--- src/iwfd_pkg.sv ---
// Purpose: Shared constants and types of the instruction word field decoder.
// Assumes: 14-bit instruction words and a 7-bit direct register address.
// Notes: Field widths, the named codes and the counts are here; field bit positions are written out in each file.

package iwfd_pkg;

  // ----------------------------------------------------------------------
  // Word layout
  // ----------------------------------------------------------------------
  localparam int WORD_W = 14;
  localparam int ADDR_W = 7;
  localparam int BITPOS_W = 3;
  localparam int LIT8_W = 8;
  localparam int LIT11_W = 11;
  localparam int OP_W = 4;
  localparam int FLAG_W = 3;

  // Group prefixes held in the top two bits of the word.
  localparam logic [1:0] TOP_BYTE = 2'h0;
  localparam logic [1:0] TOP_BIT = 2'h1;
  localparam logic [1:0] TOP_JUMP = 2'h2;
  localparam logic [1:0] TOP_LIT = 2'h3;

  // Byte-oriented operation codes.
  localparam logic [3:0] OP_MISC = 4'h0;
  localparam logic [3:0] OP_CLR = 4'h1;
  localparam logic [3:0] OP_SUB = 4'h2;
  localparam logic [3:0] OP_ADD = 4'h7;
  localparam logic [3:0] OP_DECSZ = 4'hB;
  localparam logic [3:0] OP_RRC = 4'hC;
  localparam logic [3:0] OP_RLC = 4'hD;
  localparam logic [3:0] OP_SWAP = 4'hE;
  localparam logic [3:0] OP_INCSZ = 4'hF;

  // Low seven bits of the miscellaneous and clear encodings.
  localparam logic [6:0] LOW_RETURN = 7'h08;
  localparam logic [6:0] LOW_RETFIE = 7'h09;
  localparam logic [6:0] LOW_SLEEP = 7'h63;
  localparam logic [6:0] LOW_CLRWDT = 7'h64;
  localparam logic [6:0] LOW_CLRACC = 7'h03;

  // Flag update mask bit positions.
  localparam int FLAG_ZERO = 0;
  localparam int FLAG_CARRY = 1;
  localparam int FLAG_NIBBLE = 2;
  localparam logic [2:0] FLAGS_NONE = 3'h0;
  localparam logic [2:0] FLAGS_Z = 3'h1;
  localparam logic [2:0] FLAGS_C = 3'h2;
  localparam logic [2:0] FLAGS_ALL = 3'h7;

  // Register locations that steer special handling.
  localparam logic [6:0] STATUS_ADDR = 7'h03;
  localparam logic [6:0] PCL_ADDR = 7'h02;

  // Control kinds reported for literal and control words.
  localparam logic [2:0] CTL_NONE = 3'h0;
  localparam logic [2:0] CTL_CALL = 3'h1;
  localparam logic [2:0] CTL_GOTO = 3'h2;
  localparam logic [2:0] CTL_RETURN = 3'h3;
  localparam logic [2:0] CTL_RETFIE = 3'h4;
  localparam logic [2:0] CTL_RETLIT = 3'h5;
  localparam logic [2:0] CTL_SLEEP = 3'h6;
  localparam logic [2:0] CTL_CLRWDT = 3'h7;

  // ----------------------------------------------------------------------
  // Timing
  // ----------------------------------------------------------------------
  localparam int OSC_PER_CYCLE = 4;
  localparam int PHASE_W = 2;
  localparam logic [1:0] PHASE_RESET = 2'h0;
  localparam logic [1:0] PHASE_LAST = 2'(OSC_PER_CYCLE - 1);

  // One-hot group classification.
  typedef enum logic [2:0] {
    CLS_BYTE = 3'b001,
    CLS_BIT = 3'b010,
    CLS_LITCTL = 3'b100
  } iwfd_class_t;

  // Slot sequencer: a normal slot or the idle second cycle of a long one.
  typedef enum logic [1:0] {
    SEQ_EXEC = 2'b01,
    SEQ_FLUSH = 2'b10
  } iwfd_seq_t;

endpackage

--- src/iwfd_cycle_timer.sv ---
// Purpose: Divides the core clock into four-phase instruction cycles.
// Assumes: One core clock period equals one oscillator period.
// Notes: lastPhase is high in the final phase of every instruction cycle.
`timescale 1ns/1ps

module iwfd_cycle_timer (
  // Clock and reset
  input wire logic clk,
  input wire logic sys_rst,
  // Phase outputs
  output logic [iwfd_pkg::PHASE_W-1:0] phase,
  output logic lastPhase
);

  logic [iwfd_pkg::PHASE_W-1:0] phase_reg;
  logic [iwfd_pkg::PHASE_W-1:0] phase_next;
  logic lastPhase_reg;
  logic lastPhase_next;

  // ----------------------------------------------------------------------
  // Phase counter
  // ----------------------------------------------------------------------

  // Counts the four oscillator periods of one instruction cycle.
  always_comb begin
    if (phase_reg == iwfd_pkg::PHASE_LAST) begin
      phase_next = iwfd_pkg::PHASE_RESET;
    end else begin
      phase_next = phase_reg + 2'h1;
    end
    lastPhase_next = (phase_next == iwfd_pkg::PHASE_LAST);
  end

  // Registers the counter and the last-phase marker.
  always_ff @(posedge clk) begin
    if (sys_rst) begin
      phase_reg <= iwfd_pkg::PHASE_RESET;
      lastPhase_reg <= 1'b0;
    end else begin
      phase_reg <= phase_next;
      lastPhase_reg <= lastPhase_next;
    end
  end

  assign phase = phase_reg;
  assign lastPhase = lastPhase_reg;

endmodule

--- src/iwfd_decoder.sv ---
// Purpose: Sorts 14-bit instruction words into groups and extracts operands.
// Assumes: Fetch holds a word stable while the last phase of a cycle runs.
// Notes: Decoded fields stand for one whole instruction cycle of four clocks.
`timescale 1ns/1ps

module iwfd_decoder (
  // Clock and reset
  input wire logic clk,
  input wire logic sys_rst,
  // Fetch side
  input wire logic insnValid,
  input wire logic [iwfd_pkg::WORD_W-1:0] insnWord,
  output logic insnTaken,
  // Datapath feedback
  input wire logic testTrue,
  // Timing
  output logic [iwfd_pkg::PHASE_W-1:0] phase,
  output logic lastPhase,
  // Decoded slot
  output iwfd_pkg::iwfd_class_t insnClass,
  output logic [iwfd_pkg::OP_W-1:0] opCode,
  output logic [iwfd_pkg::ADDR_W-1:0] regAddr,
  output logic destToReg,
  output logic [1:0] bitOp,
  output logic [iwfd_pkg::BITPOS_W-1:0] bitPos,
  output logic [iwfd_pkg::LIT11_W-1:0] literal,
  output logic literalWide,
  output logic [2:0] ctlKind,
  // Effects
  output logic readReg,
  output logic writeReg,
  output logic writeAcc,
  output logic [iwfd_pkg::FLAG_W-1:0] flagMask,
  output logic statusOverride,
  output logic pcChange,
  output logic condTest,
  output logic isNop,
  output logic flushSlot
);

  // Decoded values of the word on the fetch port.
  iwfd_pkg::iwfd_class_t dCls;
  logic [2:0] dCtl;
  logic [iwfd_pkg::FLAG_W-1:0] dFlags;
  logic [iwfd_pkg::LIT11_W-1:0] dLit;
  logic dWide, dRead, dWrReg, dWrAcc, dPc, dTest, dLegal, dDest, dNop;
  logic [3:0] op;
  logic [6:0] low;

  // Slot state.
  iwfd_pkg::iwfd_seq_t seq_reg, seq_next;
  logic loadWord;
  logic takeWord;

  // Output registers.
  iwfd_pkg::iwfd_class_t insnClass_reg;
  logic [iwfd_pkg::OP_W-1:0] opCode_reg;
  logic [iwfd_pkg::ADDR_W-1:0] regAddr_reg;
  logic [1:0] bitOp_reg;
  logic [iwfd_pkg::BITPOS_W-1:0] bitPos_reg;
  logic [iwfd_pkg::LIT11_W-1:0] literal_reg;
  logic [2:0] ctlKind_reg;
  logic [iwfd_pkg::FLAG_W-1:0] flagMask_reg;
  logic destToReg_reg, literalWide_reg, readReg_reg, writeReg_reg, writeAcc_reg;
  logic statusOverride_reg, pcChange_reg, condTest_reg, isNop_reg, flushSlot_reg;
  logic insnTaken_reg;

  // ----------------------------------------------------------------------
  // Cycle timing
  // ----------------------------------------------------------------------

  // Four clocks make one instruction cycle; a new slot loads after the last.
  iwfd_cycle_timer i_iwfd_cycle_timer (
    .clk(clk),
    .sys_rst(sys_rst),
    .phase(phase),
    .lastPhase(lastPhase)
  );

  // ----------------------------------------------------------------------
  // Word decode
  // ----------------------------------------------------------------------

  // Splits the word into its fields and derives the effects of each encoding.
  always_comb begin
    op = insnWord[11:8];
    low = insnWord[6:0];
    dCls = iwfd_pkg::CLS_LITCTL;
    dCtl = iwfd_pkg::CTL_NONE;
    dFlags = iwfd_pkg::FLAGS_NONE;
    dLit = '0;
    dWide = 1'b0;
    dRead = 1'b0;
    dWrReg = 1'b0;
    dWrAcc = 1'b0;
    dPc = 1'b0;
    dTest = 1'b0;
    dLegal = 1'b1;
    dDest = 1'b0;
    dNop = 1'b0;
    unique case (insnWord[13:12])
      iwfd_pkg::TOP_BYTE: begin
        dCls = iwfd_pkg::CLS_BYTE;
        dDest = insnWord[7];
        if (op == iwfd_pkg::OP_MISC) begin
          if (insnWord[7]) begin
            dWrReg = 1'b1;
          end else if (insnWord[4:0] == 5'h00) begin
            dNop = 1'b1;
          end else if (low == iwfd_pkg::LOW_RETURN) begin
            dCtl = iwfd_pkg::CTL_RETURN;
          end else if (low == iwfd_pkg::LOW_RETFIE) begin
            dCtl = iwfd_pkg::CTL_RETFIE;
          end else if (low == iwfd_pkg::LOW_SLEEP) begin
            dCtl = iwfd_pkg::CTL_SLEEP;
          end else if (low == iwfd_pkg::LOW_CLRWDT) begin
            dCtl = iwfd_pkg::CTL_CLRWDT;
          end else begin
            dLegal = 1'b0;
          end
          dPc = (dCtl == iwfd_pkg::CTL_RETURN) || (dCtl == iwfd_pkg::CTL_RETFIE);
        end else if (op == iwfd_pkg::OP_CLR) begin
          dFlags = iwfd_pkg::FLAGS_Z;
          dWrReg = insnWord[7];
          dWrAcc = !insnWord[7];
          dLegal = insnWord[7] || (low == iwfd_pkg::LOW_CLRACC);
        end else begin
          dRead = 1'b1;
          dWrReg = insnWord[7];
          dWrAcc = !insnWord[7];
          dTest = (op == iwfd_pkg::OP_DECSZ) || (op == iwfd_pkg::OP_INCSZ);
          if ((op == iwfd_pkg::OP_ADD) || (op == iwfd_pkg::OP_SUB)) begin
            dFlags = iwfd_pkg::FLAGS_ALL;
          end else if ((op == iwfd_pkg::OP_RRC) || (op == iwfd_pkg::OP_RLC)) begin
            dFlags = iwfd_pkg::FLAGS_C;
          end else if (!dTest && (op != iwfd_pkg::OP_SWAP)) begin
            dFlags = iwfd_pkg::FLAGS_Z;
          end
        end
      end
      iwfd_pkg::TOP_BIT: begin
        dCls = iwfd_pkg::CLS_BIT;
        dRead = 1'b1;
        dWrReg = !insnWord[11];
        dTest = insnWord[11];
      end
      iwfd_pkg::TOP_JUMP: begin
        dLit = insnWord[10:0];
        dWide = 1'b1;
        dPc = 1'b1;
        dCtl = insnWord[11] ? iwfd_pkg::CTL_GOTO : iwfd_pkg::CTL_CALL;
      end
      iwfd_pkg::TOP_LIT: begin
        dLit = {3'h0, insnWord[7:0]};
        dWrAcc = 1'b1;
        casez (op)
          4'b111?, 4'b110?: dFlags = iwfd_pkg::FLAGS_ALL;
          4'b1000, 4'b1001, 4'b1010: dFlags = iwfd_pkg::FLAGS_Z;
          4'b00??: dFlags = iwfd_pkg::FLAGS_NONE;
          4'b01??: begin
            dCtl = iwfd_pkg::CTL_RETLIT;
            dPc = 1'b1;
          end
          default: dLegal = 1'b0;
        endcase
      end
    endcase
    // A register write aimed at the program counter low byte alters the PC.
    if (dWrReg && (low == iwfd_pkg::PCL_ADDR)) begin
      dPc = 1'b1;
    end
    // Undefined encodings lose every effect.
    if (!dLegal) begin
      dCtl = iwfd_pkg::CTL_NONE;
      dFlags = iwfd_pkg::FLAGS_NONE;
      dRead = 1'b0;
      dWrReg = 1'b0;
      dWrAcc = 1'b0;
      dPc = 1'b0;
      dTest = 1'b0;
    end
  end

  // ----------------------------------------------------------------------
  // Slot sequencing
  // ----------------------------------------------------------------------

  // At each cycle end, a taken test or PC change turns the next slot into a no-op.
  always_comb begin
    seq_next = seq_reg;
    if (lastPhase) begin
      if (seq_reg == iwfd_pkg::SEQ_EXEC && (pcChange_reg || (condTest_reg && testTrue))) begin
        seq_next = iwfd_pkg::SEQ_FLUSH;
      end else begin
        seq_next = iwfd_pkg::SEQ_EXEC;
      end
    end
    loadWord = lastPhase;
    takeWord = lastPhase && (seq_next == iwfd_pkg::SEQ_EXEC) && insnValid;
  end

  // Holds the slot state.
  always_ff @(posedge clk) begin
    if (sys_rst) begin
      seq_reg <= iwfd_pkg::SEQ_EXEC;
    end else begin
      seq_reg <= seq_next;
    end
  end

  // ----------------------------------------------------------------------
  // Decoded slot registers
  // ----------------------------------------------------------------------

  // Loads a decoded word, or a bubble, and holds it for the whole cycle.
  always_ff @(posedge clk) begin
    if (sys_rst) begin
      insnClass_reg <= iwfd_pkg::CLS_BYTE;
      opCode_reg <= '0;
      regAddr_reg <= '0;
      destToReg_reg <= 1'b0;
      bitOp_reg <= '0;
      bitPos_reg <= '0;
      literal_reg <= '0;
      literalWide_reg <= 1'b0;
      ctlKind_reg <= iwfd_pkg::CTL_NONE;
      readReg_reg <= 1'b0;
      writeReg_reg <= 1'b0;
      writeAcc_reg <= 1'b0;
      flagMask_reg <= iwfd_pkg::FLAGS_NONE;
      statusOverride_reg <= 1'b0;
      pcChange_reg <= 1'b0;
      condTest_reg <= 1'b0;
      isNop_reg <= 1'b1;
      flushSlot_reg <= 1'b0;
      insnTaken_reg <= 1'b0;
    end else begin
      insnTaken_reg <= takeWord;
      if (loadWord) begin
        flushSlot_reg <= (seq_next == iwfd_pkg::SEQ_FLUSH);
        insnClass_reg <= takeWord ? dCls : iwfd_pkg::CLS_BYTE;
        opCode_reg <= takeWord ? op : iwfd_pkg::OP_MISC;
        regAddr_reg <= takeWord ? low : 7'h00;
        destToReg_reg <= takeWord && dDest;
        bitOp_reg <= takeWord ? insnWord[11:10] : 2'h0;
        bitPos_reg <= takeWord ? insnWord[9:7] : 3'h0;
        literal_reg <= takeWord ? dLit : '0;
        literalWide_reg <= takeWord && dWide;
        ctlKind_reg <= takeWord ? dCtl : iwfd_pkg::CTL_NONE;
        readReg_reg <= takeWord && dRead;
        writeReg_reg <= takeWord && dWrReg;
        writeAcc_reg <= takeWord && dWrAcc;
        flagMask_reg <= takeWord ? dFlags : iwfd_pkg::FLAGS_NONE;
        statusOverride_reg <= takeWord && dWrReg && (low == iwfd_pkg::STATUS_ADDR)
          && (dFlags != iwfd_pkg::FLAGS_NONE);
        pcChange_reg <= takeWord && dPc;
        condTest_reg <= takeWord && dTest;
        isNop_reg <= !takeWord || !dLegal || dNop;
      end
    end
  end

  assign insnTaken = insnTaken_reg;
  assign insnClass = insnClass_reg;
  assign opCode = opCode_reg;
  assign regAddr = regAddr_reg;
  assign destToReg = destToReg_reg;
  assign bitOp = bitOp_reg;
  assign bitPos = bitPos_reg;
  assign literal = literal_reg;
  assign literalWide = literalWide_reg;
  assign ctlKind = ctlKind_reg;
  assign readReg = readReg_reg;
  assign writeReg = writeReg_reg;
  assign writeAcc = writeAcc_reg;
  assign flagMask = flagMask_reg;
  assign statusOverride = statusOverride_reg;
  assign pcChange = pcChange_reg;
  assign condTest = condTest_reg;
  assign isNop = isNop_reg;
  assign flushSlot = flushSlot_reg;

  // ----------------------------------------------------------------------
  // Checks
  // ----------------------------------------------------------------------

  property p_class_onehot;
    @(posedge clk) disable iff (sys_rst) $onehot(insnClass_reg);
  endproperty
  a_class_onehot: assert property (p_class_onehot) else $error("Class not one-hot.");

  property p_byte_layout;
    @(posedge clk) disable iff (sys_rst)
      takeWord && (insnWord[13:12] == 2'h0) |=> (insnClass_reg == iwfd_pkg::CLS_BYTE)
      && (regAddr_reg == $past(insnWord[6:0])) && (destToReg_reg == $past(insnWord[7]));
  endproperty
  a_byte_layout: assert property (p_byte_layout) else $error("Byte fields wrong.");

  property p_target;
    @(posedge clk) disable iff (sys_rst)
      insnTaken_reg && readReg_reg && (insnClass_reg == iwfd_pkg::CLS_BYTE)
      |-> (writeReg_reg == destToReg_reg) && (writeAcc_reg == !destToReg_reg);
  endproperty
  a_target: assert property (p_target) else $error("Result target wrong.");

  property p_bit_fields;
    @(posedge clk) disable iff (sys_rst)
      takeWord && (insnWord[13:12] == 2'h1) |=> (insnClass_reg == iwfd_pkg::CLS_BIT)
      && (bitPos_reg == $past(insnWord[9:7])) && (bitOp_reg == $past(insnWord[11:10]));
  endproperty
  a_bit_fields: assert property (p_bit_fields) else $error("Bit fields wrong.");

  property p_rmw;
    @(posedge clk) disable iff (sys_rst)
      insnTaken_reg && (insnClass_reg == iwfd_pkg::CLS_BIT) && !bitOp_reg[1]
      |-> readReg_reg && writeReg_reg;
  endproperty
  a_rmw: assert property (p_rmw) else $error("Bit change not read-modify-write.");

  property p_literal;
    @(posedge clk) disable iff (sys_rst)
      takeWord && insnWord[13] |=> (literalWide_reg == !$past(insnWord[12]))
      && (literal_reg[7:0] == $past(insnWord[7:0]));
  endproperty
  a_literal: assert property (p_literal) else $error("Literal wrong.");

  property p_nop_dontcare;
    @(posedge clk) disable iff (sys_rst)
      takeWord && (insnWord[13:7] == 7'h00) && (insnWord[4:0] == 5'h00) |=> isNop_reg;
  endproperty
  a_nop_dontcare: assert property (p_nop_dontcare) else $error("Don't-care bits used.");

  property p_cycle_len;
    @(posedge clk) disable iff (sys_rst) lastPhase |=> !lastPhase [*3] ##1 lastPhase;
  endproperty
  a_cycle_len: assert property (p_cycle_len) else $error("Cycle not four clocks.");

  property p_second_cycle;
    @(posedge clk) disable iff (sys_rst)
      lastPhase && !flushSlot_reg && (pcChange_reg || (condTest_reg && testTrue))
      |=> (flushSlot_reg && isNop_reg && !insnTaken_reg) [*4];
  endproperty
  a_second_cycle: assert property (p_second_cycle) else $error("No idle second cycle.");

  property p_hold;
    @(posedge clk) disable iff (sys_rst)
      !lastPhase |=> $stable(regAddr_reg) && $stable(insnClass_reg) && $stable(literal_reg);
  endproperty
  a_hold: assert property (p_hold) else $error("Fields moved mid-cycle.");

  property p_undefined;
    @(posedge clk) disable iff (sys_rst)
      isNop_reg |-> !writeReg_reg && !writeAcc_reg && !pcChange_reg && !condTest_reg
      && (flagMask_reg == iwfd_pkg::FLAGS_NONE);
  endproperty
  a_undefined: assert property (p_undefined) else $error("No-op has effects.");

  property p_status;
    @(posedge clk) disable iff (sys_rst)
      statusOverride_reg |-> writeReg_reg && (regAddr_reg == iwfd_pkg::STATUS_ADDR)
      && (flagMask_reg != iwfd_pkg::FLAGS_NONE);
  endproperty
  a_status: assert property (p_status) else $error("Flag override wrong.");

  property p_word_split;
    @(posedge clk) disable iff (sys_rst) takeWord |=> opCode_reg == $past(insnWord[11:8]);
  endproperty
  a_word_split: assert property (p_word_split) else $error("Opcode field wrong.");

  property p_addr_range;
    @(posedge clk) disable iff (sys_rst)
      takeWord && !insnWord[13] |=> regAddr_reg == $past(insnWord[6:0]);
  endproperty
  a_addr_range: assert property (p_addr_range) else $error("Address wrong.");

endmodule

--- config.mk ---
export PLATFORM = sky130hd
export DESIGN_NAME = iwfd_decoder
export DESIGN_NICKNAME = d
export VERILOG_FILES = /design/src/iwfd_pkg.sv /design/src/iwfd_cycle_timer.sv /design/src/iwfd_decoder.sv
export SDC_FILE = /design/constraint.sdc
export NUM_CORES = 1
export LEC_CHECK = 0
export BUFFER_PORTS_ARGS = -buffer_cell sky130_fd_sc_hd__buf_2
export CAP_MARGIN = 20
export CORE_MARGIN = 4
export CORE_UTILIZATION = 30
export DETAILED_ROUTE_END_ITERATION = 12
export HOLD_SLACK_MARGIN = 0.06
export PLACE_DENSITY = 0.59
export RECOVER_POWER = 100
export SLEW_MARGIN = 0
export SYNTH_ARGS = -nofsm -noshare
export SYNTH_HDL_FRONTEND = slang
export SYNTH_HIERARCHICAL = 1
export SYNTH_SLANG_ARGS = --single-unit
--- constraint.sdc ---
create_clock -name clk -period 5.1 [get_ports clk]
set_input_delay 1.02 -clock clk [delete_from_list [all_inputs] [get_ports clk]]
set_output_delay 1.02 -clock clk [all_outputs]
set_load 0.05 [all_outputs]
==> flow_summary_export.csv, run 1 <==
group,metric,value,unit
power,ir_worst_vdd,80.74,uV
clocking,cts_hold_buf,0,
clocking,cts_root_buf,"clkbuf_8",
finish,largest_reg_flops,11,
placed_design,gp_congestion,0.8051,
finish,drive_gt1_share,11.70,%
clocking,clk_latency,290,ps
timing,finClkSkew,2.585,ps
synthesis,yosysWarnings,6,
finish,syn_to_final_growth,15.38,%
placed_design,hpwl,4457,um
worst_setup_path,end_kind,"flip-flop",
synthesis,yosysUniqueCellTypes,57,
synthesis,ys.flop_type,"dfxtp_1",
placed_design,numPortBuffers,67,
global_routing,antenna_found_initial,0,
global_routing,grt_max_degree,19,
power,combPwrFrac,15.9,%
timing,tns,0,ps
drt,postRouteAntennaNets,0,
floorplanning,start_util,31.62,%
floorplanning,ios,68,
timing,setup_viol,0,
worst_hold_path,whs_path_depth,2,
clocking,cts_buffers,5,
floorplanning,row_count,30,
timing,achievable-frequency,291.6,MHz
finish,layout_commonest_cell,"clkbuf_1",
power,power,699.3,uW
floorplanning,dieArea,0.008753,sq mm
worst_setup_path,max_stage_delay,660,ps
drt,drc_errors,0,
synthesis,syn-cell-area,0.002196,sq mm
synthesis,synth.largest_area_cell,"dfxtp_1",
worst_setup_path,crit_type,"in2reg",
worst_setup_path,worstPathRequired,5300,ps
drt,first_pass_iters,4,
worst_setup_path,cp-start-kind,"primary input",
synthesis,synth.net_count,255,
worst_setup_path,startpoint,"testTrue",
worst_setup_path,r2r_end,"flagMask[1]$_SDFFE_PP0P_",
drt,via_per_inst,5.153,
floorplanning,die_w,93.56,um
worst_setup_path,arrival,3630,ps
timing,period_minus_slack,3429,ps
clocking,cts.reportedPaths.clkPinSlew,80,ps
run,maxCapViolCount,0,
worst_setup_path,path_max_fanout,18,
global_routing,grt-ovfl-total,0,
synthesis,yosys-top-cells-area,"dfxtp_1, a22o_1, ha_1",
timing,rsz0062_at_grt,"no",
global_routing,grt_pass1_wl,9777,um
clocking,cts_setup_buffers,0,
worst_setup_path,regToRegStartpoint,"i_iwfd_cycle_timer/lastPhase$_SDFF_PP0_",
timing,worst_pin_slew,1299,ps
floorplanning,core_area,0.006944,sq mm
worst_hold_path,min_from,"ctlKind[2]$_SDFFE_PP0P_",
worst_setup_path,worst_path_max_delay_cell,"a211oi_1",
finish,nets,309,
drt,drt-wirelength-per-cell,16.24,um
power,p_int,498.8,uW
power,total_leakage_power,0.9175,nW
synthesis,syn_inst,230,
drt,num_vias,1948,
power,powerDensity,276.0,mW/mm^2
worst_setup_path,r2r_slack,2060,ps
synthesis,synthArstFlopShare,0,%
clocking,cts.repair.resized,0,
power,p_seq_share,55.7,%
synthesis,synth-edff-count,0,
finish,diodes,0,
outcome,status,"finished, final reports clean",
worst_setup_path,r2r_cells,6,
timing,final_max_slew_viol_count,0,
clocking,cts_max_path_buffers,2,
synthesis,synth_seq_cells,48,
timing,hold_viol,0,
clocking,cts_tree,"done",
worst_setup_path,path_cells,"buf_2, a21o_1, a211oi_1, nand2b_2, clkinvlp_2, nand3_1, o31ai_1",
floorplanning,die_h,93.56,um
synthesis,synth_top_area_share,43.76,%
finish,final_cell_mix,"clkbuf_1, dfxtp_1, nand2_1, buf_2, nor2_1",
worst_hold_path,hp-class,"reg2reg",
timing,max_slew_margin,13.07,%
power,p_switching,200.4,uW
clocking,htree_levels,2,
worst_hold_path,hold_end,"ctlKind[2]$_SDFFE_PP0P_",
global_routing,grt_usage,14.23,%
power,swShare,28.66,%
drt,wl,6137,um
timing,finalCritPeriodShare,67.24,%
drt,dr.first_iter.drc_count,103,
global_routing,first_global_vias,1873,
finish,fillCellCount,762,
clocking,cts_sinks,48,
synthesis,syn_avg_cell_area,9.547,sq um
power,clockPowerShare,28.4,%
synthesis,yosysSeqAreaShare,43.76,%
[kinds of logic (layout without fill, tap and decap cells)]
logic type | after synthesis | in the layout | share of synthesized area, %
fa+ha+maj | 7 | 7 | 3.988
buf+inv | 32 | 84 | 6.894
xor+xnor | 1 | 1 | 0.3989
simple gates | 68 | 68 | 17.15
compound gates | 73 | 73 | 27.35
flops | 48 | 48 | 43.76
mux | 1 | 1 | 0.4559
[synthesized netlist by cell type (4+ instances only)]
library cell / count
a31oi_1: 4
nor2_1: 15
a32o_1: 4
nor2b_1: 4
o21ai_1: 4
inv_1: 9
a22o_1: 14
o21ai_0: 6
nand2_1: 22
buf_2: 6
a32oi_1: 6
dfxtp_1: 48
buf_4: 4
a21oi_1: 4
o31ai_2: 5
ha_1: 7
clkbuf_1: 9
[per-layer routing]
metal | track usage, % | vias up | wire [um] | part of all wire (%)
met5 | 0 | - | 0 | 0
met4 | 3.851 | 0 | 82 | 1.3
met3 | 3.620 | 8 | 396 | 6.5
met2 | 21.92 | 65 | 2711 | 44
met1 | 19.71 | 922 | 2946 | 48
li1 | - | 953 | - | -
[worst max-delay path by stage]
stage | to | slack [ps] | cells after the start
after global placement | ctlKind[0]$_SDFFE_PP0P_ | 2290 | 7
after detailed placement | pcChange$_SDFFE_PP0P_ | 2230 | 8
final | flagMask[1]$_SDFFE_PP0P_ | 1670 | 7
after CTS | flagMask[1]$_SDFFE_PP0P_ | 2530 | 7
after floorplan | pcChange$_SDFFE_PP0P_ | 2750 | 6
after global routing | flagMask[1]$_SDFFE_PP0P_ | 1350 | 7
[stage by stage]
step                      util, %  instance area, sq um  setup WS [ps]  hold slack (ps)  std cells
after CTS                   37.75                  2621           2530            449.9        378
after global routing        36.49                  2534           1353            463.3        378
after detailed placement    36.76                  2552           2231            438.6        373
after global placement      36.76                  2552           2289            430.4        373
after floorplan                 -                  2196           2747            425.5        230
final                       36.49                  2534           1671            448.9        378
[critical path, delay by kind of cell]
family                 cells  cell delay [ps]
AOI/OAI and AO/OA          3             1250
buffers and inverters      2              570
and+or+nand+nor            2              780
[area by class of cell]
| cell class | instances | area (sq um) | area share, % |
|---|---|---|---|
| Multi-Input combinational cell | 150 | 1066 | 42.07 |
| Sequential cell | 48 | 960.9 | 37.93 |
| Clock buffer | 5 | 68.82 | 2.716 |
| Tap cell | 96 | 120.1 | 4.741 |
| Timing Repair Buffer | 68 | 275.3 | 10.86 |
| Inverter | 11 | 42.54 | 1.679 |
[power groups by stage]
stage               combinational [mW]  clock [mW]  sequential (mW)
finish                           0.111       0.199            0.389
detailed placement               0.116           0            0.398
global route                     0.120       0.223            0.391
CTS                              0.116       0.209            0.389
global placement                 0.115           0            0.398
floorplan                       0.0578           0            0.422
Power figures use the tool's default switching activity.
==> inputs of run 2 (changes only) <==
Settings changed: PLACE_DENSITY 0.59 to 0.6.
Clock period 5.1 ns to 3.05 ns, I/O delays scaled along.
==> run 2 against run 1 <==
Net effect:
- utilization up 0.76 points
- power up 86%
- sequential cell count unchanged
- cell area up 2.1%
==> flow_summary_export.csv, run 2 (synthesis results as in run 1) <==
group,metric,value,unit
finish,regArea,960.9,sq um
timing,finalCritPeriodShare,74.80,%
drt,postRouteAntennaNets,0,
drt,via_per_inst,5.165,
finish,largest_reg_flops,11,
worst_setup_path,r2r_slack,770,ps
clocking,cts.reportedPaths.clkPinSlew,90,ps
timing,worst_pin_slew,632.6,ps
timing,hold_viol,0,
placed_design,numPortBuffers,67,
drt,drc_errors,0,
power,total_leakage_power,0.9481,nW
floorplanning,dieArea,0.008753,sq mm
worst_setup_path,worst_path_max_delay_cell,"dfxtp_1",
timing,finClkSkew,6.453,ps
worst_hold_path,hp-class,"reg2reg",
worst_setup_path,path_max_fanout,18,
clocking,cts_root_buf,"clkbuf_8",
worst_setup_path,arrival,2500,ps
worst_setup_path,path_buf_inv,2,
finish,final_cell_area,0.002586,sq mm
finish,syn_to_final_growth,17.78,%
worst_setup_path,cp-start-kind,"flip-flop",
placed_design,gp_congestion,0.8318,
timing,final_max_slew_viol_count,0,
global_routing,antenna_found_initial,0,
global_routing,first_global_vias,1834,
run,maxCapViolCount,0,
floorplanning,die_w,93.56,um
global_routing,grt_pass1_wl,9535,um
timing,tns,0,ps
clocking,cts_setup_buffers,0,
finish,final_cell_mix,"clkbuf_1, dfxtp_1, nand2_1, buf_2",
power,ir_worst_vdd,184.6,uV
clocking,cts_buffers,5,
global_routing,grt_usage,13.78,%
finish,diodes,0,
timing,setup_viol,0,
timing,max_slew_margin,58.01,%
clocking,htree_levels,2,
timing,achievable-frequency,438.3,MHz
clocking,cts_max_path_buffers,2,
floorplanning,core_area,0.006944,sq mm
outcome,status,"finished, final reports clean",
finish,nets,310,
worst_setup_path,crit_type,"reg2reg",
drt,wl,6081,um
power,powerDensity,501.8,mW/mm^2
floorplanning,die_h,93.56,um
clocking,clk_latency,310,ps
drt,first_pass_iters,4,
drt,num_vias,1973,
floorplanning,start_util,31.62,%
global_routing,grt-ovfl-total,0,
finish,drive_gt1_share,12.24,%
worst_setup_path,critical_path.top_delay_family,"compound AO/OA/AOI/OAI gates",
clocking,cts_sinks,48,
worst_setup_path,worstPathRequired,3260,ps
finish,fillCellCount,746,
timing,rsz0062_at_grt,"no",
placed_design,hpwl,4453,um
timing,period_minus_slack,2281,ps
clocking,cts_hold_buf,0,
finish,layout_commonest_cell,"clkbuf_1",
floorplanning,ios,68,
finish,multi_input_area,0.001069,sq mm
worst_setup_path,max_stage_delay,490,ps
drt,drt-wirelength-per-cell,15.92,um
global_routing,grt_max_degree,19,
placed_design,placed_cell_area,0.002560,sq mm
clocking,cts.repair.resized,0,
clocking,cts_tree,"done",
worst_setup_path,path_cells,"inv_1, a211oi_4, nand2b_1, clkinv_2, nand3_2, o31ai_1",
drt,dr.first_iter.drc_count,124,
floorplanning,row_count,30,
worst_setup_path,end_kind,"flip-flop",
==> run 2: changes by cell type in the layout (fill, tap and decap cells not counted), sizes merged <==
cell | previous run | this run
buf | 16 | 18
bufinv | 0 | 1
clkinv | 0 | 2
clkinvlp | 1 | 0
==> run 2: worst min-delay path: stages (launching register included) <==
cell and delay (ps):
dfxtp_1 320, nand2_1 50, o21ai_1 50
==> run 2: final cells by class <==
| cell class | count | area share, % |
|---|---|---|
| flip-flops and latches | 48 | 37.16 |
| clock inverters | 2 | 1.355 |
| multi-input cells | 150 | 41.32 |
| repair buffers | 69 | 11.08 |
| well taps | 96 | 4.644 |
| inverters | 11 | 1.645 |
| clock buffers | 6 | 2.806 |
==> run 2: where the power goes <==
part / internal, mW / switching (mW) / leakage, nW / total (mW)
clock network: 0.244 / 0.215 / 0.0552 / 0.458
registers: 0.640 / 0.0107 / 0.388 / 0.651
logic: 0.0487 / 0.140 / 0.505 / 0.188
total: 0.933 / 0.365 / 0.948 / 1.30
==> run 2: per-layer routing <==
| layer | up-vias | wire length [um] | track usage, % | part of all wire, % |
|---|---|---|---|---|
| li1 | 960 | - | - | - |
| met1 | 925 | 2950 | 19.37 | 49 |
| met2 | 78 | 2641 | 20.91 | 43 |
| met3 | 10 | 408 | 3.218 | 6.7 |
| met4 | 0 | 81 | 4.091 | 1.3 |
| met5 | - | 0 | 0 | 0 |
==> run 2: final timing paths <==
check / cells after the start / to / from
hold reg to reg: 2 / writeReg$_SDFFE_PP0P_ / writeReg$_SDFFE_PP0P_
setup reg to reg: 6 / flagMask[2]$_SDFFE_PP0P_ / i_iwfd_cycle_timer/lastPhase$_SDFF_PP0_
setup / recovery: 6 / flagMask[2]$_SDFFE_PP0P_ / i_iwfd_cycle_timer/lastPhase$_SDFF_PP0_
hold / removal: 2 / writeReg$_SDFFE_PP0P_ / writeReg$_SDFFE_PP0P_
==> run 2: through the flow <==
stage                     cells  total power [mW]  setup slack (ps)  utilization (%)  hold WS, ps
after floorplan             230            0.8028              1053                -        425.5
after global placement      374            0.8576             667.1            36.86        434.4
after detailed placement    374            0.8594             597.3            36.86        440.6
after CTS                   382             1.316             890.0            38.41        455.0
after global routing        382             1.356             478.1            37.24        484.1
final                       382             1.298             768.5            37.24        452.0
==> inputs of run 3 (changes only) <==
Settings changed: ABC_AREA from default to 1, PLACE_DENSITY 0.6 to 0.58.
Clock period 3.05 ns to 2.1 ns, I/O delays scaled along.
==> run 3 against run 2 <==
Net effect:
- routed wire length rose by 1.3%
- combinational power increased by 48%
- cell area rose by 4.4%
- largest cell class unchanged
- area after synthesis up 2.3%
- count of clock-buffer cells in the layout shrank 1
- largest power group unchanged
- cell count increased by 25%
- highest routed layer unchanged
- critical path type is now reg2out
- power up 46%
- critical path depth fell by 4
- die area rose by 2.1%
- first-iteration DRC count rose by 9.7%
- synthesized cell count up 34%
- global-route usage increased by 0.33 points
==> flow_summary_export.csv, run 3 <==
group,metric,value,unit
timing,max_slew_margin,59.20,%
floorplanning,row_count,31,
timing,worst_slack,394.6,ps
timing,tns,0,ps
global_routing,grt_pass1_wl,9936,um
timing,period_minus_slack,1705,ps
global_routing,grt_max_degree,23,
clocking,cts.repair.resized,0,
worst_setup_path,end_kind,"primary output",
worst_setup_path,cp-start-kind,"flip-flop",
worst_setup_path,crit_type,"reg2out",
worst_setup_path,worst_path_max_delay_cell,"clkbuf_1",
worst_setup_path,critical_path.top_delay_family,"buffers and inverters",
global_routing,antenna_found_initial,0,
timing,finalCritPeriodShare,81.21,%
worst_setup_path,path_buf_inv,2,
finish,nets,402,
placed_design,numPortBuffers,67,
clocking,cts_buffers,5,
clocking,cts_max_path_buffers,2,
clocking,cts_tree,"done",
synthesis,synth.largest_area_cell,"dfxtp_1",
synthesis,yosysWarnings,6,
timing,worst_pin_slew,614.7,ps
timing,rsz0062_at_grt,"no",
clocking,htree_levels,2,
power,ir_worst_vdd,218.1,uV
worst_setup_path,worstPathRequired,1680,ps
floorplanning,start_util,30.96,%
clocking,clk_latency,300,ps
finish,drive_gt1_share,12.43,%
placed_design,hpwl,4817,um
timing,setup_viol,0,
floorplanning,ios,68,
drt,first_pass_iters,5,
worst_setup_path,max_stage_delay,470,ps
synthesis,synth_top_area_share,42.79,%
finish,final_cell_mix,"nand2_1, clkbuf_1, dfxtp_1, o21ai_0, inv_1",
worst_setup_path,arrival,1290,ps
synthesis,yosysSeqAreaShare,42.79,%
run,maxCapViolCount,0,
placed_design,gp_congestion,0.8464,
drt,wl,6162,um
synthesis,ys.flop_type,"dfxtp_1",
floorplanning,dieArea,0.008935,sq mm
clocking,cts_setup_buffers,0,
synthesis,syn_avg_cell_area,7.268,sq um
clocking,cts_sinks,48,
floorplanning,die_h,94.53,um
synthesis,syn-cell-area,0.002246,sq mm
drt,dr.first_iter.drc_count,136,
drt,num_vias,2178,
clocking,cts_root_buf,"clkbuf_8",
timing,hold_viol,0,
floorplanning,core_area,0.007253,sq mm
synthesis,synth_seq_cells,48,
clocking,cts.reportedPaths.clkPinSlew,90,ps
finish,syn_to_final_growth,20.17,%
synthesis,syn_inst,309,
timing,finClkSkew,6.914,ps
placed_design,post-place-ws,307.3,ps
global_routing,grt_usage,14.11,%
global_routing,first_global_vias,2035,
synthesis,synth.net_count,334,
drt,via_per_inst,4.566,
timing,final_max_slew_viol_count,0,
timing,achievable-frequency,586.4,MHz
power,total_leakage_power,1.153,nW
finish,largest_reg_flops,11,
clocking,cts_hold_buf,0,
finish,diodes,0,
synthesis,yosysMostFrequentCell,"nand2_1",
synthesis,synth-edff-count,0,
worst_setup_path,path_cells,"buf_4, clkbuf_1",
power,power,1.888,mW
finish,layout_commonest_cell,"nand2_1",
synthesis,yosys-top-cells-area,"dfxtp_1, nand2_1, o21ai_0",
synthesis,synthArstFlopShare,0,%
drt,drc_errors,0,
synthesis,yosys-top-cells-count,"nand2_1, dfxtp_1, o21ai_0, inv_1, nor2_1",
worst_hold_path,hp-class,"in2reg",
worst_setup_path,path_max_fanout,6,
global_routing,grt-ovfl-total,0,
synthesis,yosysUniqueCellTypes,29,
floorplanning,die_w,94.53,um
power,powerDensity,699.7,mW/mm^2
drt,drt-wirelength-per-cell,12.92,um
drt,postRouteAntennaNets,0,
outcome,status,"finished, final reports clean",
[run 3: cell count changes after synthesis, sizes merged, moves of 6 or more]
cell,delta
nand2,+77
nand3,+18
inv,+24
o21ai,+26
a32oi,-6
nor2,+17
a22o,-13
[run 3: worst reg2reg max path: cells and delay by family, from the launching register on]
kind                   cells  cell delay, ps
AND/OR/NAND/NOR            2             310
buffers and inverters      1             130
AO/OA/AOI/OAI              3             760
flip-flops                 1             390
[run 3: cell type report]
class / count / area [sq um]
clock buffer: 5 / 68.82
clock inverter: 3 / 42.54
fill: 824 / 4554
inverter: 34 / 127.6
multi-input combinational: 215 / 1057
sequential: 48 / 960.9
tap: 99 / 123.9
timing repair buffer: 73 / 317.8
[run 3: path summary, 6_finish.rpt]
kind | endpoint | slack, ps | from | cells past startpoint
max | lastPhase | 390 | i_iwfd_cycle_timer/lastPhase$_SDFF_PP0_ | 2
max reg2reg | flagMask[2]$_SDFFE_PP0P_ | 410 | condTest$_SDFFE_PP0P_ | 6
min | pcChange$_SDFFE_PP0P_ | 400 | sys_rst | 2
min reg2reg | regAddr[5]$_SDFFE_PP0P_ | 460 | regAddr[5]$_SDFFE_PP0P_ | 2
[run 3: report_power, final]
part | internal, mW | total, mW | leakage [nW] | switching [mW]
Clock | 0.353 | 0.669 | 0.0541 | 0.317
Combinational | 0.0697 | 0.279 | 0.711 | 0.209
Sequential | 0.929 | 0.940 | 0.388 | 0.0109
Total | 1.35 | 1.89 | 1.15 | 0.537
[run 3: cell families after synthesis]
family / after synthesis / share of synthesized area (%)
adder cells (fa/ha/maj): 7 / 3.900
buffers and inverters: 46 / 8.914
AND/OR/NAND/NOR: 153 / 30.31
flip-flops: 48 / 42.79
AO/OA/AOI/OAI: 55 / 14.10
[run 3: routing by layer]
layer  vias up  share of wire, %  global-route usage (%)
met5         -                 0                       0
met4         0               1.1                   3.606
met3         8               7.4                   3.108
met2        85                45                   23.29
met1       968                46                   18.67
li1       1117                 -                       -
[run 3: per-stage QoR]
| stage | util [%] | cells | cell area [sq um] | hold slack, ps |
|---|---|---|---|---|
| final | 37.21 | 477 | 2699 | 396.0 |
| after global routing | 37.21 | 477 | 2699 | 408.4 |
| after CTS | 38.49 | 477 | 2791 | 389.2 |
| after detailed placement | 36.95 | 469 | 2680 | 441.6 |
| after global placement | 36.95 | 469 | 2680 | 435.2 |
| after floorplan | - | 309 | 2246 | 433.0 |
